===== src/include/fcsms_pkg.sv =====
// Constants, types and state layout of the flow-control safe mode supervisor
// Functional notes
// - Any set bit in the error status word forces Safe Mode.
// - No active cyclic connection, including after close or timeout, forces Safe Mode.
// - Active connection with run/idle flag at Idle keeps Safe Mode.
// - Run flag from the master selects the executing state.
// - Controller in Safe Mode halts flow control and forces the valve to safe state.
// - Safe-state code: 0 close, 1 open, 2 hold, 3 configured safe value.
// - Safe-state setting resets to the close code.
// - Calibration instance stays within 1 to configured count; resets to 1.
// - Calibration selection comes from output assembly 101 (controller) or 102 (meter).
// - A zero calibration selection in cyclic data is ignored.
// - Out-of-range selection keeps calibration and sets invalid-calibration alarm.
// - Any invalid configuration field rejects the data and the connection.
// - Alarm mask resets to all zeros.
// - Warning mask resets to all zeros.
// - Flow unit codes reset to 0x1007, temperature unit to 0x1200.
package fcsms_pkg;
    // Register byte addresses
    localparam logic [7:0] FCSMS_A_CTRL = 8'h00;
    localparam logic [7:0] FCSMS_A_SAFE_VAL = 8'h04;
    localparam logic [7:0] FCSMS_A_CAL = 8'h08;
    localparam logic [7:0] FCSMS_A_NUM_CAL = 8'h0C;
    localparam logic [7:0] FCSMS_A_ALARM_MASK = 8'h10;
    localparam logic [7:0] FCSMS_A_WARN_MASK = 8'h14;
    localparam logic [7:0] FCSMS_A_FLOW_UNIT = 8'h18;
    localparam logic [7:0] FCSMS_A_CTRL_UNIT = 8'h1C;
    localparam logic [7:0] FCSMS_A_TEMP_UNIT = 8'h20;
    localparam logic [7:0] FCSMS_A_STATUS = 8'h24;
    localparam logic [7:0] FCSMS_A_IRQ_STAT = 8'h28;
    localparam logic [7:0] FCSMS_A_IRQ_MASK = 8'h2C;
    localparam logic [7:0] FCSMS_A_ERR = 8'h30;
    localparam logic [7:0] FCSMS_A_ALARM = 8'h34;
    // Field positions
    localparam int FCSMS_CTRL_VARIANT = 0;
    localparam int FCSMS_CTRL_SAFE_LSB = 1;
    localparam int FCSMS_ALARM_BAD_CAL = 0;
    localparam int FCSMS_IRQ_ENTER_SAFE = 0;
    localparam int FCSMS_IRQ_LEAVE_SAFE = 1;
    localparam int FCSMS_IRQ_CONN_REJ = 2;
    localparam int FCSMS_IRQ_BAD_CAL = 3;
    localparam int FCSMS_IRQ_W = 4;
    // Assembly identifiers and configuration size
    localparam logic [15:0] FCSMS_ASM_OUT_CTRL = 16'd101;
    localparam logic [15:0] FCSMS_ASM_OUT_METER = 16'd102;
    localparam logic [15:0] FCSMS_ASM_CFG = 16'd100;
    localparam logic [15:0] FCSMS_ASM_NONE = 16'd0;
    localparam logic [15:0] FCSMS_CFG_LEN = 16'd180;
    localparam logic [15:0] FCSMS_CFG_LEN_NONE = 16'd0;
    // Accepted range of engineering unit codes
    localparam logic [31:0] FCSMS_UNIT_MIN = 32'h0000_1000;
    localparam logic [31:0] FCSMS_UNIT_MAX = 32'h0000_1FFF;
    // Reset values
    localparam logic [15:0] FCSMS_RST_FLOW_UNIT = 16'h1007;
    localparam logic [15:0] FCSMS_RST_TEMP_UNIT = 16'h1200;
    localparam logic [31:0] FCSMS_RST_CAL = 32'h0000_0001;
    localparam logic [31:0] FCSMS_RST_NUM_CAL = 32'h0000_0001;
    localparam logic [31:0] FCSMS_RST_MASK = 32'h0000_0000;
    localparam logic [15:0] FCSMS_RST_SAFE_VAL = 16'h0000;
    localparam logic FCSMS_RST_VARIANT = 1'b1;
    // Valve drive levels
    localparam logic [15:0] FCSMS_VALVE_CLOSED = 16'h0000;
    localparam logic [15:0] FCSMS_VALVE_OPEN = 16'hFFFF;

    typedef enum logic [1:0] {
        FCSMS_SAFE_CLOSE = 2'h0,
        FCSMS_SAFE_OPEN = 2'h1,
        FCSMS_SAFE_HOLD = 2'h2,
        FCSMS_SAFE_VALUE = 2'h3
    } fcsms_safe_t;

    typedef enum logic [1:0] {
        FCSMS_ST_SAFE = 2'b00,
        FCSMS_ST_EXEC = 2'b01
    } fcsms_mode_t;

    // Connection-open request with the configuration fields checked here
    typedef struct packed {
        logic req;
        logic [15:0] asm_id;
        logic [15:0] len;
        logic [31:0] flow_unit;
        logic [31:0] cal;
        logic [31:0] safe_state;
    } fcsms_open_t;

    // One received cyclic output message
    typedef struct packed {
        logic valid;
        logic [15:0] asm_id;
        logic run;
        logic [31:0] cal_sel;
    } fcsms_cyc_t;

    typedef struct packed {
        logic variant;
        fcsms_safe_t safe_sel;
        logic [15:0] safe_val;
        logic [31:0] cal;
        logic [31:0] num_cal;
        logic [31:0] alarm_mask;
        logic [31:0] warn_mask;
        logic [15:0] flow_unit;
        logic [15:0] ctrl_unit;
        logic [15:0] temp_unit;
        logic [31:0] alarm_st;
        logic [FCSMS_IRQ_W-1:0] irq_st;
        logic [FCSMS_IRQ_W-1:0] irq_mask;
        logic conn;
        logic run;
        fcsms_mode_t mode;
        logic valve_force;
        logic [15:0] valve_cmd;
        logic accept;
        logic reject;
        logic [31:0] rdata;
    } fcsms_state_t;
endpackage


===== src/hw/fcsms_cfg_check.sv =====
// Validation of configuration data carried by a connection-open request
module fcsms_cfg_check (
    input fcsms_pkg::fcsms_open_t open_req,
    input logic [31:0] num_cal,
    output logic cfg_ok,
    output logic cfg_has_data
);
    import fcsms_pkg::*;

    logic none_ok;
    logic unit_ok;
    logic cal_ok;
    logic safe_ok;
    logic data_ok;

    assign none_ok = (open_req.asm_id == FCSMS_ASM_NONE) && (open_req.len == FCSMS_CFG_LEN_NONE);
    assign unit_ok = (open_req.flow_unit >= FCSMS_UNIT_MIN) && (open_req.flow_unit <= FCSMS_UNIT_MAX);
    assign cal_ok = (open_req.cal != 32'h0000_0000) && (open_req.cal <= num_cal);
    assign safe_ok = open_req.safe_state <= 32'h0000_0003;
    assign data_ok = (open_req.asm_id == FCSMS_ASM_CFG) && (open_req.len == FCSMS_CFG_LEN)
                     && unit_ok && cal_ok && safe_ok;
    assign cfg_ok = none_ok || data_ok;
    assign cfg_has_data = data_ok;
endmodule


===== src/hw/fcsms_top.sv =====
// Safe mode supervisor: connection tracking, valve safe state, calibration select, registers
module fcsms_top (
    input wire logic mclk,
    input wire logic rst_b,
    input wire logic [7:0] addr,
    input wire logic [31:0] wdata,
    input wire logic wr,
    input wire logic rd,
    output logic [31:0] rdata,
    input wire logic [31:0] err_status,
    input wire logic [31:0] warn_status,
    input wire logic [15:0] valve_pos,
    input fcsms_pkg::fcsms_open_t conn_open,
    input wire logic conn_close,
    input wire logic conn_timeout,
    input fcsms_pkg::fcsms_cyc_t cyc,
    output logic conn_accept,
    output logic conn_reject,
    output logic safe_mode,
    output logic ctrl_run,
    output logic valve_force,
    output logic [15:0] valve_cmd,
    output logic [31:0] active_cal,
    output logic [15:0] flow_unit,
    output logic [15:0] ctrl_unit,
    output logic [15:0] temp_unit,
    output logic alarm,
    output logic warning,
    output logic irq
);
    import fcsms_pkg::*;

    fcsms_state_t s_q;
    fcsms_state_t s_d;

    logic cfg_ok;
    logic cfg_has_data;
    logic safe_cond;
    logic [15:0] out_asm;
    logic [FCSMS_IRQ_W-1:0] ev;

    fcsms_cfg_check u_cfg_check (
        .open_req(conn_open),
        .num_cal(s_q.num_cal),
        .cfg_ok(cfg_ok),
        .cfg_has_data(cfg_has_data)
    );

    function automatic logic cal_in_range(input logic [31:0] sel, input logic [31:0] limit);
        cal_in_range = (sel != 32'h0000_0000) && (sel <= limit);
    endfunction

    function automatic logic [31:0] read_reg(input logic [7:0] a, input fcsms_state_t s,
                                             input logic [31:0] err);
        read_reg = 32'h0000_0000;
        unique case (a)
            FCSMS_A_CTRL: begin
                read_reg[FCSMS_CTRL_VARIANT] = s.variant;
                read_reg[FCSMS_CTRL_SAFE_LSB +: 2] = s.safe_sel;
            end
            FCSMS_A_SAFE_VAL: begin
                read_reg[15:0] = s.safe_val;
            end
            FCSMS_A_CAL: begin
                read_reg = s.cal;
            end
            FCSMS_A_NUM_CAL: begin
                read_reg = s.num_cal;
            end
            FCSMS_A_ALARM_MASK: begin
                read_reg = s.alarm_mask;
            end
            FCSMS_A_WARN_MASK: begin
                read_reg = s.warn_mask;
            end
            FCSMS_A_FLOW_UNIT: begin
                read_reg[15:0] = s.flow_unit;
            end
            FCSMS_A_CTRL_UNIT: begin
                read_reg[15:0] = s.ctrl_unit;
            end
            FCSMS_A_TEMP_UNIT: begin
                read_reg[15:0] = s.temp_unit;
            end
            FCSMS_A_STATUS: begin
                read_reg[3:0] = {s.mode == FCSMS_ST_SAFE, s.valve_force, s.run, s.conn};
            end
            FCSMS_A_IRQ_STAT: begin
                read_reg[FCSMS_IRQ_W-1:0] = s.irq_st;
            end
            FCSMS_A_IRQ_MASK: begin
                read_reg[FCSMS_IRQ_W-1:0] = s.irq_mask;
            end
            FCSMS_A_ERR: begin
                read_reg = err;
            end
            FCSMS_A_ALARM: begin
                read_reg = s.alarm_st;
            end
            default: begin
                read_reg = 32'h0000_0000;
            end
        endcase
    endfunction

    // output assembly that carries the calibration field
    assign out_asm = s_q.variant ? FCSMS_ASM_OUT_CTRL : FCSMS_ASM_OUT_METER;

    assign safe_cond = (|err_status) || !s_q.conn || !s_q.run;

    always_comb begin
        s_d = s_q;
        ev = '0;
        s_d.accept = 1'b0;
        s_d.reject = 1'b0;
        s_d.rdata = 32'h0000_0000;

        // close or timeout ends the connection
        if (conn_close || conn_timeout) begin
            s_d.conn = 1'b0;
            s_d.run = 1'b0;
        end

        // refuse the open on bad data or when already owned
        if (conn_open.req) begin
            if (!s_q.conn && cfg_ok) begin
                s_d.conn = 1'b1;
                s_d.run = 1'b0;
                s_d.accept = 1'b1;
                if (cfg_has_data) begin
                    s_d.flow_unit = conn_open.flow_unit[15:0];
                    s_d.cal = conn_open.cal;
                    s_d.safe_sel = fcsms_safe_t'(conn_open.safe_state[1:0]);
                end
            end else begin
                s_d.reject = 1'b1;
                ev[FCSMS_IRQ_CONN_REJ] = 1'b1;
            end
        end

        // run/idle flag from each cyclic message while connected and not closing or timing out
        if (cyc.valid && s_q.conn && !conn_close && !conn_timeout) begin
            s_d.run = cyc.run;
            if ((cyc.asm_id == out_asm) && (cyc.cal_sel != 32'h0000_0000)) begin
                if (cal_in_range(cyc.cal_sel, s_q.num_cal)) begin
                    s_d.cal = cyc.cal_sel;
                end else begin
                    ev[FCSMS_IRQ_BAD_CAL] = 1'b1;
                end
            end
        end

        if (wr) begin
            unique case (addr)
                FCSMS_A_CTRL: begin
                    s_d.variant = wdata[FCSMS_CTRL_VARIANT];
                    s_d.safe_sel = fcsms_safe_t'(wdata[FCSMS_CTRL_SAFE_LSB +: 2]);
                end
                FCSMS_A_SAFE_VAL: begin
                    s_d.safe_val = wdata[15:0];
                end
                FCSMS_A_CAL: begin
                    if (cal_in_range(wdata, s_q.num_cal)) begin
                        s_d.cal = wdata;
                    end else begin
                        ev[FCSMS_IRQ_BAD_CAL] = 1'b1;
                    end
                end
                FCSMS_A_NUM_CAL: begin
                    if (wdata != 32'h0000_0000) begin
                        s_d.num_cal = wdata;
                        if (s_d.cal > wdata) begin
                            s_d.cal = wdata;
                        end
                    end
                end
                FCSMS_A_ALARM_MASK: begin
                    s_d.alarm_mask = wdata;
                end
                FCSMS_A_WARN_MASK: begin
                    s_d.warn_mask = wdata;
                end
                FCSMS_A_FLOW_UNIT: begin
                    s_d.flow_unit = wdata[15:0];
                end
                FCSMS_A_CTRL_UNIT: begin
                    s_d.ctrl_unit = wdata[15:0];
                end
                FCSMS_A_TEMP_UNIT: begin
                    s_d.temp_unit = wdata[15:0];
                end
                FCSMS_A_IRQ_STAT: begin
                    s_d.irq_st = s_q.irq_st & ~wdata[FCSMS_IRQ_W-1:0];
                end
                FCSMS_A_IRQ_MASK: begin
                    s_d.irq_mask = wdata[FCSMS_IRQ_W-1:0];
                end
                FCSMS_A_ALARM: begin
                    s_d.alarm_st = s_q.alarm_st & ~wdata;
                end
                default: begin
                end
            endcase
        end

        // execution only when every safe condition is gone
        unique case (s_q.mode)
            FCSMS_ST_SAFE: begin
                if (!safe_cond) begin
                    s_d.mode = FCSMS_ST_EXEC;
                    ev[FCSMS_IRQ_LEAVE_SAFE] = 1'b1;
                end
            end
            FCSMS_ST_EXEC: begin
                if (safe_cond) begin
                    s_d.mode = FCSMS_ST_SAFE;
                    ev[FCSMS_IRQ_ENTER_SAFE] = 1'b1;
                end
            end
            default: begin
                s_d.mode = FCSMS_ST_SAFE;
            end
        endcase

        // controller forces the valve while in Safe Mode
        s_d.valve_force = s_q.variant && (s_d.mode == FCSMS_ST_SAFE);
        if (s_d.mode == FCSMS_ST_EXEC) begin
            s_d.valve_cmd = valve_pos;
        end else begin
            unique case (s_q.safe_sel)
                FCSMS_SAFE_CLOSE: begin
                    s_d.valve_cmd = FCSMS_VALVE_CLOSED;
                end
                FCSMS_SAFE_OPEN: begin
                    s_d.valve_cmd = FCSMS_VALVE_OPEN;
                end
                FCSMS_SAFE_HOLD: begin
                    s_d.valve_cmd = s_q.valve_cmd;
                end
                FCSMS_SAFE_VALUE: begin
                    s_d.valve_cmd = s_q.safe_val;
                end
            endcase
        end

        // Events set after the clear so a same-cycle event survives
        if (ev[FCSMS_IRQ_BAD_CAL]) begin
            s_d.alarm_st[FCSMS_ALARM_BAD_CAL] = 1'b1;
        end
        s_d.irq_st = s_d.irq_st | ev;

        if (rd) begin
            s_d.rdata = read_reg(addr, s_q, err_status);
        end
    end

    always_ff @(posedge mclk or negedge rst_b) begin
        if (!rst_b) begin
            s_q.variant <= FCSMS_RST_VARIANT;
            s_q.safe_sel <= FCSMS_SAFE_CLOSE;
            s_q.safe_val <= FCSMS_RST_SAFE_VAL;
            s_q.cal <= FCSMS_RST_CAL;
            s_q.num_cal <= FCSMS_RST_NUM_CAL;
            s_q.alarm_mask <= FCSMS_RST_MASK;
            s_q.warn_mask <= FCSMS_RST_MASK;
            s_q.flow_unit <= FCSMS_RST_FLOW_UNIT;
            s_q.ctrl_unit <= FCSMS_RST_FLOW_UNIT;
            s_q.temp_unit <= FCSMS_RST_TEMP_UNIT;
            s_q.alarm_st <= 32'h0000_0000;
            s_q.irq_st <= '0;
            s_q.irq_mask <= '0;
            s_q.conn <= 1'b0;
            s_q.run <= 1'b0;
            s_q.mode <= FCSMS_ST_SAFE;
            s_q.valve_force <= FCSMS_RST_VARIANT;
            s_q.valve_cmd <= FCSMS_VALVE_CLOSED;
            s_q.accept <= 1'b0;
            s_q.reject <= 1'b0;
            s_q.rdata <= 32'h0000_0000;
        end else begin
            s_q <= s_d;
        end
    end

    assign rdata = s_q.rdata;
    assign conn_accept = s_q.accept;
    assign conn_reject = s_q.reject;
    assign safe_mode = s_q.mode == FCSMS_ST_SAFE;
    assign ctrl_run = s_q.variant && (s_q.mode == FCSMS_ST_EXEC);
    assign valve_force = s_q.valve_force;
    assign valve_cmd = s_q.valve_cmd;
    assign active_cal = s_q.cal;
    assign flow_unit = s_q.flow_unit;
    assign ctrl_unit = s_q.ctrl_unit;
    assign temp_unit = s_q.temp_unit;
    assign alarm = |(s_q.alarm_st & s_q.alarm_mask);
    assign warning = |(warn_status & s_q.warn_mask);
    assign irq = |(s_q.irq_st & s_q.irq_mask);
endmodule


===== config.mk =====
export PLATFORM = sky130hd
export DESIGN_NAME = fcsms_top
export DESIGN_NICKNAME = d
export VERILOG_FILES = /design/src/include/fcsms_pkg.sv /design/src/hw/fcsms_cfg_check.sv /design/src/hw/fcsms_top.sv
export SDC_FILE = /design/constraint.sdc
export NUM_CORES = 1
export LEC_CHECK = 0
export BUFFER_PORTS_ARGS = -buffer_cell sky130_fd_sc_hd__buf_2
export CORE_MARGIN = 2
export CORE_UTILIZATION = 35
export DETAILED_ROUTE_END_ITERATION = 7
export GPL_TIMING_DRIVEN = 0
export HOLD_SLACK_MARGIN = 0.02
export PLACE_DENSITY = 0.54
export SKIP_CTS_REPAIR_TIMING = 1
export SYNTH_ARGS = -nofsm -noshare
export SYNTH_HDL_FRONTEND = slang
export SYNTH_SLANG_ARGS = --single-unit

===== constraint.sdc =====
create_clock -name mclk -period 7.55 [get_ports mclk]
set_clock_uncertainty 0.05 [all_clocks]
set_input_delay 0.3775 -clock mclk [delete_from_list [all_inputs] [get_ports mclk]]
set_output_delay 0.3775 -clock mclk [all_outputs]
set_load 0.005 [all_outputs]

==> qor.txt <==
Pwr Total = 0.003989 W
Slew Viols, Final = 0
Post-route DRC = 4
Initial antenna violation count = 4
Max IR drop VDD = 0.1153 mV
Main synth FF type = dfrtp_1
Setup_tns = 0 ns
Min cycle time layout = 5.914 ns
Number of synthesized flops with an enable pin = 0
RSZ-0062 raised after global routing = false
Crit path launch = s_q[238]$_DFFE_PN0P_
Worst EP required = 7.90 ns
Die area = 0.05444 mm2
Layout cells sized above 1 = 27.52%
Leak Pwr = 10.67 nW
Slew at the pin closest to its max-slew limit = 1.280 ns
Crit path DAT = 6.26 ns
Final setup viols = 0
Sequential share of the synthesized area = 39.52%
Power per Cell Area = 175.5 mW/mm2
Synth warn = 0
Clock transition at the registers of the reported paths = 0.06 ns
Antenna viol nets, final = 0
Post-Syn Area per Cell = 9.254 um2
Port buffer count = 437
Max Buffers Root-to-Sink = 3
Slowest stage cell, crit path = nor4_1
CP cell instances = inv_1 -> ha_1 -> nand4_1 -> nor4_1 -> nand3_1 -> o31a_1 -> clkbuf_1 -> o31a_1 -> o31a_1 -> ha_1 -> nand4_1 -> nor4_1 -> a31oi_1 -> o21ai_1 -> buf_2 -> mux2_2
Rows = 84
Top-area cell type share of the netlist area = 37.52%
Via density = 5.856
Startpoint Class = flop
Flip-flop and latch count after synthesis = 290
Fmax = 169.1 MHz
Largest net degree at the start of global routing = 116
GP Congestion = 0.9944
Maxcap violations = 0
Cell mode on critical path = o31a_1
Synth cell count leaders = dfrtp_1, nand2_1, o21ai_0
DP HPWL = 72.58 mm
Synth Net Count = 2422
Routing usage on met1 = 42.83%
Die Width = 233.3 um
Final nets = 2902
Count leader, synth = dfrtp_1
Clk root buf = clkbuf_16
Reg2reg start = s_q[238]$_DFFE_PN0P_
CTS tree = done
Hold Vio Cnt, Final = 0
Netlist cell types = 62
Hold path startpoint = valve_pos[9]
Critical Path Max Stage Delay = 0.74 ns
All-layer global routing usage = 32.18%
Slew HR = 14.34%
Gr ovfl total = 0
Crit Path Class = reg2reg
Number of DRC markers in iteration 0 = 1999
Tcrit/Tclk final = 78.33%
Post-synthesis instance total = 1989
I/O pin count = 441
Worst hold path class = in2reg
DR pass1 iterations = 8
CTS H-Tree Depth = 2
DR WL/cell = 27.87 um
Initial Utilization = 35.24%
Final wirelength = 88.73 mm
Vias in the first global route = 18410
Met2 usage = 53.26%
Clock latency on the worst-skew pair = 0.53 ns
Cts bufs inserted = 34
First-pass GRT wire length = 126.3 mm
Floorplan core area = 0.05224 mm2
Worst-path maximum fanout = 10
Area leader, netlist = dfrtp_1
Failing checks = design-rule violations
Die height = 233.3 um
GR Layer Usage met3 = 4.041%
Most used routing layer = met2
Netlist Area Pre-Place = 0.01841 mm2
Synth async-reset ratio = 100.0%
Critical Path End Type = flop
CTS Sinks = 290
Vias = 18640
Status = finished, violations left
Ranking of synthesized cells by area = dfrtp_1, ha_1, buf_4, o21ai_0, nand2_1
Area Growth Syn to Fin = 23.51%
[report_power, final]
group / switching, W / internal [W] / total, W
registers: 0.0000772 / 0.00162 / 0.00169
logic: 0.000330 / 0.000230 / 0.000559
clock network: 0.000693 / 0.00104 / 0.00174
[metal layers]
layer	vias to the layer above	routed length, um
met4	0	3643
met1	9197	37000
met5	-	0
met3	156	6557
li1	8294	-
met2	994	41530
[per-stage QoR]
stage / instances / worst slack (ns) / area (um2) / hold WS [ns] / utilization, %
global placement: 3114 / 0.4447 / 21450 / 0.4216 / 41.07
global route: 3183 / 1.312 / 22730 / 0.02199 / 43.52
CTS: 3177 / 1.732 / 22690 / -0.1456 / 43.44
detailed placement: 3117 / 1.767 / 21540 / 0.4081 / 41.23
finish: 3183 / 1.636 / 22730 / 0.001596 / 43.52
floorplan: 1989 / 3.253 / 18410 / 0.03191 / -
[registers in the layout, indices dropped and copies added (netlist names)]
signal and cells:
conn_reject 1, conn_accept 1, valve_force 1, flow_unit 16, ctrl_unit 16, temp_unit 16
valve_cmd 16, rdata 32, active_cal 32, s_q 159
[placed cells by master (no fill, tap or decap), types with 5 or more instances in the layout]
cell type  Yosys  final
a222oi_1      30     30
a221oi_1      22     22
nand4_1       41     41
a21boi_0      47     47
buf_4        129    129
inv_1        103    103
a221o_1        5      5
nor3_1        10     10
a22oi_1       47     47
nor2b_1        5      5
a31oi_1       18     18
mux2_2        31     31
mux2i_1       47     47
o2111ai_1     34     34
bufinv_16      0      5
nand2b_1      24     24
nand2_1      216    216
clkbuf_1     100    105
nor2_1        85     85
o211ai_1       6      6
a21o_1        17     17
a211oi_1       8      8
dfrtp_1      276    276
ha_1         128    128
dfstp_2       14     14
nand3_1       28     28
nor4b_1       36     36
and4_1         6      6
a22o_1        26     26
buf_2          6    442
a21oi_1       82     82
o21ai_0      180    180
o31a_1        64     64
clkbuf_16      0     35
nor4_1        63     62
clkinv_2       0      8
[cell type report]
cell class | instances | area, um2
Fill cell | 5214 | 29500
Sequential cell | 290 | 7274
Clock inverter | 18 | 230.2
Buffer | 238 | 1400
Antenna cell | 2 | 5.005
Timing Repair Buffer | 444 | 2303
Multi-Input combinational cell | 1357 | 9348
Clock buffer | 42 | 922.1
Tap cell | 688 | 860.8
Inverter | 104 | 390.4
[final timing paths]
check,to,slack (ns),depth (start not counted)
worst min-delay path,valve_cmd[9]$_DFFE_PN0P_,0.002,3
worst max register to register,active_cal[21]$_DFF_PN0_,1.64,16
min in group asynchronous,conn_accept$_DFF_PN0_,0.38,2
worst min register to register,s_q[51]$_DFF_PN0_,0.42,1
max in group asynchronous,ctrl_unit[12]$_DFFE_PN1P_,5.67,4
worst max-delay path,active_cal[21]$_DFF_PN0_,1.64,16
[worst max-delay path, delay by kind of cell (launching register included)]
family	cells	cell delay (ns)
AOI/OAI and AO/OA	5	1.51
adders and majority gates	2	0.65
DFF	1	0.39
muxes	1	0.37
and+or+nand+nor	5	1.98
buffers and inverters	3	0.83
[cells by family (layout without fill, tap and decap cells)]
family          Yosys count  count (layout)  share of synthesized area, %
other cells               1               3                       0.02037
simple gates            533             533                         14.54
mux                      78              78                         4.452
compound gates          617             617                         23.04
buf+inv                 342             846                         9.727
fa+ha+maj               128             128                         8.701
flops                   290             290                         39.52
Power figures use the tool's default switching activity.
